### src/pkg/pewp_defs.svh
`ifndef PEWP_DEFS_SVH
`define PEWP_DEFS_SVH
// Behaviour
// - Host gates off write strobes while supply is low.
// - Host polls until bit 7 matches the written byte, or the programming time runs out, before finishing.
// - Address is captured when the request is taken and held for the whole cycle.
// - Direction is low for reads and high for writes, but the first setup cycle keeps the previous request's direction.
// - Bus is released for the memory during a read, except the first setup cycle of a read that follows a write.
// - Output enable follows the data strobe on a read.
// - Fixed phase counts end each transfer; read data taken at the end of the strobe.

// Write programming time bound, in microseconds
`define PEWP_PROG_TIME_US   5000
`define PEWP_CLK_MHZ        125
// Longest programming time in cycles; polling gives up beyond it
`define PEWP_PROG_CYCLES    (`PEWP_PROG_TIME_US * `PEWP_CLK_MHZ)
// Strobe phase lengths in cycles (address setup, strobe width, recovery)
`define PEWP_SETUP_CYC      2
`define PEWP_STROBE_CYC     4
`define PEWP_RECOV_CYC      2
`define PEWP_POLL_BIT       7
`endif

### src/pkg/pewp_pkg.sv
package pewp_pkg;
  // Cycle sequencer states
  typedef enum logic [6:0] {
    PEWP_IDLE   = 7'b000_0001,
    PEWP_SETUP  = 7'b000_0010,
    PEWP_STROBE = 7'b000_0100,
    PEWP_RECOV  = 7'b000_1000,
    PEWP_PSETUP = 7'b001_0000,
    PEWP_PSTRB  = 7'b010_0000,
    PEWP_PRECOV = 7'b100_0000
  } pewp_state_t;
endpackage : pewp_pkg

### src/pewp_sync.sv
// Two-stage synchroniser for a group of pin inputs
module pewp_sync #(
  parameter int W = 8
) (
  input  wire logic         core_clk_i,
  input  wire logic         rst_n_i,
  input  wire logic [W-1:0] async_i,
  output logic      [W-1:0] sync_o
);
  logic [W-1:0] meta_reg;

  // First stage feeds only the second
  always_ff @(posedge core_clk_i or negedge rst_n_i) begin
    if (!rst_n_i) begin
      meta_reg <= '0;
      sync_o   <= '0;
    end else begin
      meta_reg <= async_i;
      sync_o   <= meta_reg;
    end
  end
endmodule : pewp_sync

### src/pewp_host.sv
`include "pewp_defs.svh"
// Host controller: turns one-cycle read/write requests into EEPROM pin cycles
module pewp_host #(
  parameter int AW         = 12,
  parameter int PROG_CYCLES = `PEWP_PROG_CYCLES
) (
  // Clock and reset
  input  wire logic          core_clk_i,
  input  wire logic          rst_n_i,
  // User requests
  input  wire logic          req_i,
  input  wire logic          req_write_i,
  input  wire logic [AW-1:0] req_addr_i,
  input  wire logic [7:0]    req_wdata_i,
  input  wire logic          supply_ok_i,
  output logic               busy_o,
  output logic               done_o,
  output logic               timeout_o,
  output logic [7:0]         rdata_o,
  // Device pins
  output logic [AW-1:0]      ee_addr_o,
  output logic               ee_ce_n_o,
  output logic               ee_oe_n_o,
  output logic               ee_we_n_o,
  output logic [7:0]         ee_data_o,
  output logic               ee_data_oe_o,
  input  wire logic [7:0]    ee_data_i
);
  localparam logic [3:0]  SETUP_C  = 4'(`PEWP_SETUP_CYC);
  localparam logic [3:0]  STROBE_C = 4'(`PEWP_STROBE_CYC);
  localparam logic [3:0]  RECOV_C  = 4'(`PEWP_RECOV_CYC);
  localparam logic [31:0] PROG_C   = 32'(PROG_CYCLES);

  pewp_pkg::pewp_state_t state_reg;
  pewp_pkg::pewp_state_t state_next;
  logic [3:0]  phase_reg;
  logic [31:0] prog_reg;
  logic        wr_reg;
  logic [7:0]  wdata_reg;
  logic [7:0]  pin_data;
  logic        supply_sync;
  // Check helper only: cycles spent in the current request
  logic [31:0] busy_cnt_reg;

  // Data pins and supply status come from outside the clock domain
  pewp_sync #(.W(9)) u_sync (
    .core_clk_i (core_clk_i),
    .rst_n_i    (rst_n_i),
    .async_i    ({supply_ok_i, ee_data_i}),
    .sync_o     ({supply_sync, pin_data})
  );

  function automatic logic phase_end(input logic [3:0] cnt, input logic [3:0] lim);
    return cnt == lim - 4'h1;
  endfunction : phase_end

  // Phase end decode
  wire setup_end  = phase_end(phase_reg, SETUP_C);
  wire strobe_end = phase_end(phase_reg, STROBE_C);
  wire recov_end  = phase_end(phase_reg, RECOV_C);
  // Sample late in the strobe so the slowest access has settled
  wire poll_match = pin_data[`PEWP_POLL_BIT] == wdata_reg[`PEWP_POLL_BIT];
  wire prog_over  = prog_reg >= PROG_C;
  wire start      = req_i && (state_reg == pewp_pkg::PEWP_IDLE);

  // Next state
  always_comb begin
    state_next = state_reg;
    case (state_reg)
      pewp_pkg::PEWP_IDLE:   if (start) state_next = pewp_pkg::PEWP_SETUP;
      pewp_pkg::PEWP_SETUP:  if (setup_end) state_next = pewp_pkg::PEWP_STROBE;
      pewp_pkg::PEWP_STROBE: if (strobe_end) state_next = pewp_pkg::PEWP_RECOV;
      pewp_pkg::PEWP_RECOV: begin
        if (recov_end) state_next = wr_reg ? pewp_pkg::PEWP_PSETUP : pewp_pkg::PEWP_IDLE;
      end
      // Polling reads repeat the ordinary read sequence
      pewp_pkg::PEWP_PSETUP: if (setup_end) state_next = pewp_pkg::PEWP_PSTRB;
      pewp_pkg::PEWP_PSTRB:  if (strobe_end) state_next = pewp_pkg::PEWP_PRECOV;
      pewp_pkg::PEWP_PRECOV: begin
        if (recov_end) begin
          state_next = (poll_match || prog_over) ? pewp_pkg::PEWP_IDLE
                                                 : pewp_pkg::PEWP_PSETUP;
        end
      end
      default: state_next = pewp_pkg::PEWP_IDLE;
    endcase
  end

  wire phase_change = state_next != state_reg;
  wire in_strobe    = state_next == pewp_pkg::PEWP_STROBE ||
                      state_next == pewp_pkg::PEWP_PSTRB;
  wire in_cycle     = state_next != pewp_pkg::PEWP_IDLE;
  // Write strobe only while supply is good; gating has no status bit of its own
  wire we_next      = !(in_strobe && state_next == pewp_pkg::PEWP_STROBE && wr_reg
                        && supply_sync);
  // Output enable only on reads, and never together with write enable
  wire oe_next      = !(in_strobe && !(state_next == pewp_pkg::PEWP_STROBE && wr_reg));
  wire finish       = (state_reg == pewp_pkg::PEWP_RECOV && recov_end && !wr_reg) ||
                      (state_reg == pewp_pkg::PEWP_PRECOV && recov_end &&
                       (poll_match || prog_over));

  // Sequencer and counters
  always_ff @(posedge core_clk_i or negedge rst_n_i) begin
    if (!rst_n_i) begin
      state_reg <= pewp_pkg::PEWP_IDLE;
      phase_reg <= 4'h0;
      prog_reg  <= 32'h0;
    end else begin
      state_reg <= state_next;
      phase_reg <= phase_change ? 4'h0 : phase_reg + 4'h1;
      if (start) prog_reg <= 32'h0;
      else if (!prog_over) prog_reg <= prog_reg + 32'h1;
    end
  end

  // Request capture: address held stable for the whole cycle
  always_ff @(posedge core_clk_i or negedge rst_n_i) begin
    if (!rst_n_i) begin
      wr_reg    <= 1'b0;
      wdata_reg <= 8'h00;
      ee_addr_o <= '0;
    end else if (start) begin
      wr_reg    <= req_write_i;
      wdata_reg <= req_wdata_i;
      ee_addr_o <= req_addr_i;
    end
  end

  // Pin drivers, all registered
  always_ff @(posedge core_clk_i or negedge rst_n_i) begin
    if (!rst_n_i) begin
      ee_ce_n_o    <= 1'b1;
      ee_oe_n_o    <= 1'b1;
      ee_we_n_o    <= 1'b1;
      ee_data_o    <= 8'h00;
      ee_data_oe_o <= 1'b0;
    end else begin
      ee_ce_n_o    <= !in_strobe;
      ee_oe_n_o    <= oe_next;
      ee_we_n_o    <= we_next;
      ee_data_o    <= wdata_reg;
      // Drive data in the write phase, released on reads; the first setup cycle still follows the previous request
      ee_data_oe_o <= in_cycle && wr_reg && state_next != pewp_pkg::PEWP_PSETUP &&
                      state_next != pewp_pkg::PEWP_PSTRB &&
                      state_next != pewp_pkg::PEWP_PRECOV;
    end
  end

  // Status outputs
  always_ff @(posedge core_clk_i or negedge rst_n_i) begin
    if (!rst_n_i) begin
      busy_o    <= 1'b0;
      done_o    <= 1'b0;
      timeout_o <= 1'b0;
      rdata_o   <= 8'h00;
    end else begin
      busy_o    <= in_cycle;
      done_o    <= finish;
      if (start) timeout_o <= 1'b0;
      else if (finish && wr_reg && !poll_match) timeout_o <= 1'b1;
      if (state_reg == pewp_pkg::PEWP_STROBE && strobe_end && !wr_reg) begin
        rdata_o <= pin_data;
      end
    end
  end

  // Check helper: counts busy cycles so the polling bound can be asserted
  always_ff @(posedge core_clk_i or negedge rst_n_i) begin
    if (!rst_n_i) begin
      busy_cnt_reg <= 32'h0;
    end else if (!busy_o) begin
      busy_cnt_reg <= 32'h0;
    end else if (busy_cnt_reg != 32'hffff_ffff) begin
      busy_cnt_reg <= busy_cnt_reg + 32'h1; // Saturates so a hang cannot wrap past the check
    end
  end

  // Strobe legality: never read and write at once, never enable without select
  chk_strobe_excl: assert property (@(posedge core_clk_i) disable iff (!rst_n_i)
    !(!ee_oe_n_o && !ee_we_n_o)) else $error("oe and we both low");
  chk_ce_oe: assert property (@(posedge core_clk_i) disable iff (!rst_n_i)
    !ee_oe_n_o |-> !ee_ce_n_o) else $error("oe without ce");
  chk_write_combo: assert property (@(posedge core_clk_i) disable iff (!rst_n_i)
    !ee_we_n_o |-> !ee_ce_n_o && ee_oe_n_o && ee_data_oe_o)
    else $error("write strobe without select or data drive");
  chk_data_steady: assert property (@(posedge core_clk_i) disable iff (!rst_n_i)
    !ee_we_n_o |-> $stable(ee_data_o)) else $error("write data moved under strobe");
  chk_we_width: assert property (@(posedge core_clk_i) disable iff (!rst_n_i)
    $fell(ee_we_n_o) |-> !ee_we_n_o [*4] ##1 ee_we_n_o)
    else $error("bad write strobe width");

  // Supply gating: a strobe only starts with the supply seen good
  chk_we_supply: assert property (@(posedge core_clk_i) disable iff (!rst_n_i)
    $fell(ee_we_n_o) |-> $past(supply_sync)) else $error("write with low supply");

  // Bus ownership and address hold across the whole cycle
  chk_read_release: assert property (@(posedge core_clk_i) disable iff (!rst_n_i)
    !ee_oe_n_o |-> !ee_data_oe_o) else $error("bus driven during read");
  chk_addr_hold: assert property (@(posedge core_clk_i) disable iff (!rst_n_i)
    busy_o && $past(busy_o) && !$past(start) |-> $stable(ee_addr_o))
    else $error("address moved mid cycle");

  // Completion: one-cycle done, idle with it, polling bounded by the timer
  chk_done_pulse: assert property (@(posedge core_clk_i) disable iff (!rst_n_i)
    done_o |=> !done_o) else $error("done longer than one cycle");
  chk_done_idle: assert property (@(posedge core_clk_i) disable iff (!rst_n_i)
    done_o |-> !busy_o) else $error("done while still busy");
  chk_poll_done: assert property (@(posedge core_clk_i) disable iff (!rst_n_i)
    done_o && $past(wr_reg) && !timeout_o |->
    $past(pin_data[`PEWP_POLL_BIT]) == wdata_reg[`PEWP_POLL_BIT]) else $error("done without match");
  chk_poll_bound: assert property (@(posedge core_clk_i) disable iff (!rst_n_i)
    (busy_cnt_reg <= PROG_C + 32'h10)) else $error("polling ran past the programming bound");

  // Coverage of the main scenarios
  cov_write: cover property (@(posedge core_clk_i) disable iff (!rst_n_i)
    $fell(ee_we_n_o));
  cov_poll: cover property (@(posedge core_clk_i) disable iff (!rst_n_i)
    state_reg == pewp_pkg::PEWP_PSTRB);
  cov_read_done: cover property (@(posedge core_clk_i) disable iff (!rst_n_i)
    done_o && !wr_reg);
  cov_timeout: cover property (@(posedge core_clk_i) disable iff (!rst_n_i)
    $rose(timeout_o));
  cov_gated: cover property (@(posedge core_clk_i) disable iff (!rst_n_i)
    !ee_ce_n_o && ee_oe_n_o && ee_we_n_o);
endmodule : pewp_host

### config.mk
export PLATFORM = sky130hd
export DESIGN_NAME = pewp_host
export DESIGN_NICKNAME = d
export VERILOG_FILES = /design/src/pkg/pewp_pkg.sv /design/src/pewp_sync.sv /design/src/pewp_host.sv
export VERILOG_INCLUDE_DIRS = /design/src /design/src/pkg
export SDC_FILE = /design/constraint.sdc
export NUM_CORES = 1
export LEC_CHECK = 0
export BUFFER_PORTS_ARGS = -buffer_cell sky130_fd_sc_hd__buf_2
export CAP_MARGIN = 0
export CELL_PAD_IN_SITES_DETAIL_PLACEMENT = 0
export CELL_PAD_IN_SITES_GLOBAL_PLACEMENT = 1
export CORE_MARGIN = 1
export CORE_UTILIZATION = 30
export DETAILED_ROUTE_END_ITERATION = 8
export PLACE_DENSITY = 0.68
export SETUP_SLACK_MARGIN = 0.15
export SYNTH_ARGS = -nofsm -noshare
export SYNTH_HDL_FRONTEND = slang
export SYNTH_HIERARCHICAL = 1
export SYNTH_SLANG_ARGS = --single-unit
export TNS_END_PERCENT = 30
### constraint.sdc
create_clock -name core_clk_i -period 3.7 [get_ports core_clk_i]
set_input_delay 0.74 -clock core_clk_i [delete_from_list [all_inputs] [get_ports core_clk_i]]
set_output_delay 0.74 -clock core_clk_i [all_outputs]
set_load 0.005 [all_outputs]
==> results.yml, run 1 <==
floorplan:
  io_pins: 68
  rows: 43
  die_h_um: 122
  start_util: 0.309
  die_area_um2: 14800
  die_w_um: 122
  coreArea_um2: 13900
synth:
  syn-instance-count: 401
  synth_top_area_cell: "dfrtp_1"
  syn_area_um2: 4300
  yosysTopAreaCellShare: 0.588
  ys_async_sr_fraction: 1.00
  ys_seq_area_frac: 0.612
  yosysUniqueCellTypes: 50
  synthTopCellsByArea: "dfrtp_1 (59%), nand2_1 (7.6%), dfstp_2 (2.4%), mux2_2 (2.1%), nor2_1 (1.8%)"
  synth_fp_nets: 438
  synth.avg_cell_area_um2: 10.7
  synth_ff_type: "dfrtp_1"
  synth-edff-count: 0
  ys_ff_latch: 105
  ys.warnings.count: 6
global_routing:
  grt_util_met2: 0.188
  antenna_found_initial: 0
  overflow: 0
  grt_pass1_wl_um: 15000
  grt_max_degree: 106
  use_met1: 0.179
  grt_pass1_vias: 3032
  busiest_layer: "met2"
  grt_usage: 0.130
  met3_usage: 0.0384
routing:
  ant_nets: 0
  routed_via_density: 4.75
  dr_total_vias: 3085
  first_pass_iters: 4
  remaining_drc_errors: 0
  wl_per_cell_um: 13.4
  wl_um: 8710
  drt_first_iter_violations: 143
placement:
  gp_congestion: 0.834
  dpl_worst_slack_ps: 1090
  place_hpwl_um: 5780
  dpl_cell_area_um2: 4840
  io_buffers: 67
critical_path:
  r2r-start: "state_reg[2]"
  setup.worst_path.start: "state_reg[2]"
  worstPathCellList: "or4_4 -> nor4b_1 -> nor2_1 -> nand2_1 -> nand4_1 -> nor4_1"
  startpoint_type: "register"
  arrival_ps: 2890
  critPathMaxFanout: 13
  r2r_slack_ps: 1020
  cpPeakStageDelay_ps: 610
  cp_slowest_cell: "or4_4"
  endpoint_kind: "register"
  rr_endpoint: "ee_data_oe_o"
  criticalPathCategory: "reg2reg"
  cp.required_ps: 3910
  rr_worst_depth: 6
  cp-endpoint: "ee_data_oe_o"
clock_tree:
  cts_tree: "yes"
  htree_levels: 3
  clock_sinks: 105
  insertion_delay_ps: 340
  cts.path.max_buffers: 2
  cts_resized: 0
  clkTransAtPathRegs_ps: 70
  root_buffer: "clkbuf_16"
  cts_inserted_buffers: 9
  postCtsSetupRepairBufs: 0
  holdBufCountCts: 0
finish:
  area_growth_pct: 19.1
  diodes: 0
  largest_reg_flops: 32
  final_net_count: 501
  stdcell_area_um2: 5120
  layout-drive-gt1-share: 0.226
  layout_commonest_cell: "dfrtp_1"
  mostFrequentLayoutCells: "dfrtp_1 (101), nand2_1 (87), buf_2 (66)"
  fill_cells: 1367
power:
  leakage_nw: 2.44
  combPwrFrac: 0.242
  clkPwrFrac: 0.279
  internal_power_mw: 2.20
  p_seq_frac: 0.478
  switching_share: 0.337
  power.density_nw_per_um2: 646
  total_power_mw: 3.31
  vdd_drop_max_v: 0.000319
  p_switching_mw: 1.12
timing:
  setup_tns_ps: 0
  fin_ws_ps: 1020
  setup-violations-final: 0
  worstMarginPinSlew_ps: 1090
  period_minus_slack_ps: 2680
  period_share: 0.724
  skew_ps: 5.49
  fmax_mhz: 374
  rsz0062_at_grt: "false"
  finalHoldViolCount: 0
  slew_headroom: 0.271
  slew_violations: 0
status:
  status: "complete, no violations"
run:
  drv_cap: 0
hold_path:
  hp-class: "reg2reg"
## metrics by stage
stage,hold WS (ps),std cells,utilization
2_1_floorplan,331,401,-
3_3_place_gp,334,633,0.347
3_5_place_dp,336,633,0.347
4_1_cts,350,649,0.368
5_1_grt,350,649,0.368
6_report,351,649,0.368
## synth_stat cells, drive strengths merged (3+ instances only)
cell type / number
nand2b: 3
nor4: 9
xor2: 7
and4: 3
o21ai: 12
clkbuf: 18
inv: 9
mux2: 8
dfstp: 4
and3: 4
xnor2: 8
a21oi: 9
nor2: 21
nand4: 7
and2: 12
or3: 7
a211oi: 3
o211ai: 4
nand2: 87
dfrtp: 101
nor4b: 6
ha: 4
nor3: 15
nand3: 13
## cell families (layout without fill, tap and decap cells)
kind of cell / Yosys count / in the layout / share of synthesized area
AND/OR/NAND/NOR: 197 / 197 / 0.230
flip-flops: 105 / 105 / 0.612
AO/OA/AOI/OAI: 41 / 41 / 0.0646
buffers and inverters: 29 / 97 / 0.0256
XOR/XNOR: 15 / 15 / 0.0305
multiplexers: 10 / 10 / 0.0256
adder cells (fa/ha/maj): 4 / 4 / 0.0116
## worst min-delay path by stage
stage                     cells after the start               start          endpoint  slack, ps
after floorplan                               0  u_sync/meta_reg[0]  u_sync/sync_o[0]        330
after global placement                        0  u_sync/meta_reg[1]  u_sync/sync_o[1]        330
after detailed placement                      0  u_sync/meta_reg[4]  u_sync/sync_o[4]        340
after CTS                                     0  u_sync/meta_reg[0]  u_sync/sync_o[0]        350
after global routing                          0  u_sync/meta_reg[0]  u_sync/sync_o[0]        350
final                                         0  u_sync/meta_reg[0]  u_sync/sync_o[0]        350
## final cells by class
type / count / area (µm²) / share of cell area
clock inverters: 6 / 57.6 / 0.0112
clock buffers: 10 / 229 / 0.0447
repair buffers: 72 / 388 / 0.0757
multi-input cells: 267 / 1560 / 0.304
flip-flops and latches: 105 / 2630 / 0.514
inverters: 9 / 33.8 / 0.00659
well taps: 180 / 225 / 0.0439
## power groups by stage
stage          Combinational (mW)  Clock, mW  Sequential (mW)
6_report                    0.803      0.924             1.58
2_1_floorplan               0.542          0             1.54
5_1_grt                     0.923       1.00             1.62
3_5_place_dp                0.823          0             1.60
3_3_place_gp                0.819          0             1.60
4_1_cts                     0.821      0.957             1.59
## routing by layer
layer / up-vias / routed length, µm
met4: 0 / 142
li1: 1501 / -
met3: 8 / 500
met2: 78 / 3830
met1: 1498 / 4240
met5: - / 0
## worst max-delay path: cells and delay by family, from the launching register on
family | cells | cell delay, ps
simple gates | 6 | 2020
flops | 1 | 530
Power figures use the tool's default switching activity.
==> inputs of run 2 (changes only) <==
--- a/config.mk
+++ b/config.mk
@@ -13,7 +13,7 @@
 export CORE_MARGIN = 1
 export CORE_UTILIZATION = 30
 export DETAILED_ROUTE_END_ITERATION = 8
-export PLACE_DENSITY = 0.68
+export PLACE_DENSITY = 0.7
 export SETUP_SLACK_MARGIN = 0.15
 export SYNTH_ARGS = -nofsm -noshare
 export SYNTH_HDL_FRONTEND = slang
==> constraint.sdc (replaced) <==
create_clock -name core_clk_i -period 2.4 [get_ports core_clk_i]
set_input_delay 0.48 -clock core_clk_i [delete_from_list [all_inputs] [get_ports core_clk_i]]
set_output_delay 0.48 -clock core_clk_i [all_outputs]
set_load 0.005 [all_outputs]
==> run 2 against run 1 <==
Clock power increased by 59%. Routed wire length increased by 0.78%. Worst setup slack lost 860 ps. Hold slack worse by 210 ps. Critical path depth fell by 1. Die area is the same. Count of clock-buffer cells in the layout down 1. Total power grew 58%. Register-to-register slack worse by 860 ps. Sequential share of layout area is 1.5 points lower. Critical path type unchanged.
==> results.yml, run 2 (synthesis results as in run 1) <==
power:
  internal_power_mw: 3.46
  combPwrFrac: 0.270
  leakage_nw: 2.53
  p_seq_frac: 0.450
  vdd_drop_max_v: 0.000448
  total_power_mw: 5.24
  power.density_nw_per_um2: 992
  clkPwrFrac: 0.280
  p_switching_mw: 1.77
  switching_share: 0.338
finish:
  layout_commonest_cell: "dfrtp_1"
  mostFrequentLayoutCells: "dfrtp_1 (101), nand2_1 (87), buf_2 (66)"
  area_growth_pct: 22.7
  layout-drive-gt1-share: 0.255
  largest_reg_flops: 32
  final_net_count: 515
  fill_cells: 1349
  fin_util: 0.379
  diodes: 0
clock_tree:
  clock_sinks: 105
  cts_tree: "yes"
  root_buffer: "clkbuf_16"
  cts.path.max_buffers: 2
  insertion_delay_ps: 350
  clkTransAtPathRegs_ps: 70
  cts_inserted_buffers: 9
  htree_levels: 3
placement:
  gp_congestion: 0.902
  place_hpwl_um: 6000
  io_buffers: 67
timing:
  setup-violations-final: 0
  period_share: 0.934
  worstMarginPinSlew_ps: 590
  slew_violations: 0
  slew_headroom: 0.607
  setup_tns_ps: 0
  skew_ps: 7.25
  finalHoldViolCount: 0
  fmax_mhz: 446
  rsz0062_at_grt: "true"
  period_minus_slack_ps: 2240
global_routing:
  antenna_found_initial: 0
  overflow: 0
  grt_pass1_wl_um: 15000
  grt_pass1_vias: 3052
  grt_usage: 0.129
  grt_max_degree: 43
hold_path:
  hp-class: "in2async"
status:
  status: "complete, no violations"
critical_path:
  arrival_ps: 2470
  endpoint_kind: "register"
  cp.required_ps: 2630
  startpoint_type: "register"
  critPathMaxFanout: 4
  criticalPathCategory: "reg2reg"
floorplan:
  die_w_um: 122
  rows: 43
  coreArea_um2: 13900
  die_area_um2: 14800
  die_h_um: 122
  start_util: 0.309
  io_pins: 68
routing:
  wl_um: 8780
  ant_nets: 0
  routed_via_density: 4.70
  drt_first_iter_violations: 172
  remaining_drc_errors: 0
  dr_total_vias: 3119
  wl_per_cell_um: 13.2
  first_pass_iters: 4
run:
  drv_cap: 0
[run 2: changes by cell type in the layout (fill, tap and decap cells not counted), sizes merged]
| cell | change |
|---|---|
| clkinv | +3 |
| clkbuf | -1 |
| buf | +14 |
| inv | -2 |
[run 2: cell type report]
cell class	instances	area, µm²	share of cell area
clock buffer	9	225	0.0427
clock inverter	7	86.3	0.0164
inverter	9	33.8	0.00640
multi-input combinational	267	1570	0.297
sequential	105	2630	0.499
tap	180	225	0.0427
timing repair buffer	86	505	0.0958
[run 2: worst max-delay path, cell delays in order (launching register included)]
cell and delay [ps]:
dfstp_2 390, or4_4 550, or4b_4 540, or3_4 370, a31oi_4 200, nor3_1 80
[run 2: worst paths after layout]
kind,startpoint,end,slack (ps),depth (start not counted)
worst max-delay path,state_reg[0],phase_reg[2],160,5
worst min register to register,u_sync/meta_reg[7],u_sync/sync_o[7],350,0
max in group asynchronous,rst_n_i,ee_ce_n_o,1630,2
worst max register to register,state_reg[0],phase_reg[2],160,5
worst min-delay path,rst_n_i,phase_reg[2],140,1
min in group core_clk_i,ee_data_i[6],u_sync/meta_reg[6],230,1
[run 2: per-layer routing]
| metal | track usage | routed length, µm | vias to the layer above | share of wire |
|---|---|---|---|---|
| li1 | - | - | 1529 | - |
| met1 | 0.175 | 4210 | 1487 | 0.48 |
| met2 | 0.194 | 3910 | 90 | 0.45 |
| met3 | 0.0337 | 535 | 13 | 0.061 |
| met4 | 0.0586 | 125 | 0 | 0.014 |
| met5 | 0 | 0 | - | 0 |
[run 2: power groups by stage]
stage / Clock (mW) / Sequential, mW / Combinational, mW
final: 1.47 / 2.36 / 1.41
after global routing: 1.58 / 2.41 / 1.60
after CTS: 1.51 / 2.36 / 1.43
after detailed placement: 0 / 2.39 / 1.38
after global placement: 0 / 2.37 / 1.36
after floorplan: 0 / 2.37 / 0.836
[run 2: per-stage QoR]
step / setup slack, ps / hold slack (ps) / cells / area [µm²]
after floorplan: 179 / 184 / 401 / 4300
after global placement: 147 / 332 / 644 / 4930
after detailed placement: 122 / 335 / 644 / 4930
after CTS: 159 / 152 / 662 / 5260
after global routing: 85.9 / 176 / 663 / 5280
final: 159 / 138 / 663 / 5280
[run 2: what timing repair did]
action                     in CTS  in global routing
gates resized for setup         0                  2
setup endpoints to repair       4                 14
buffers inserted                2                  1
pin swaps                       2                  1
hold buffers                    0                  0
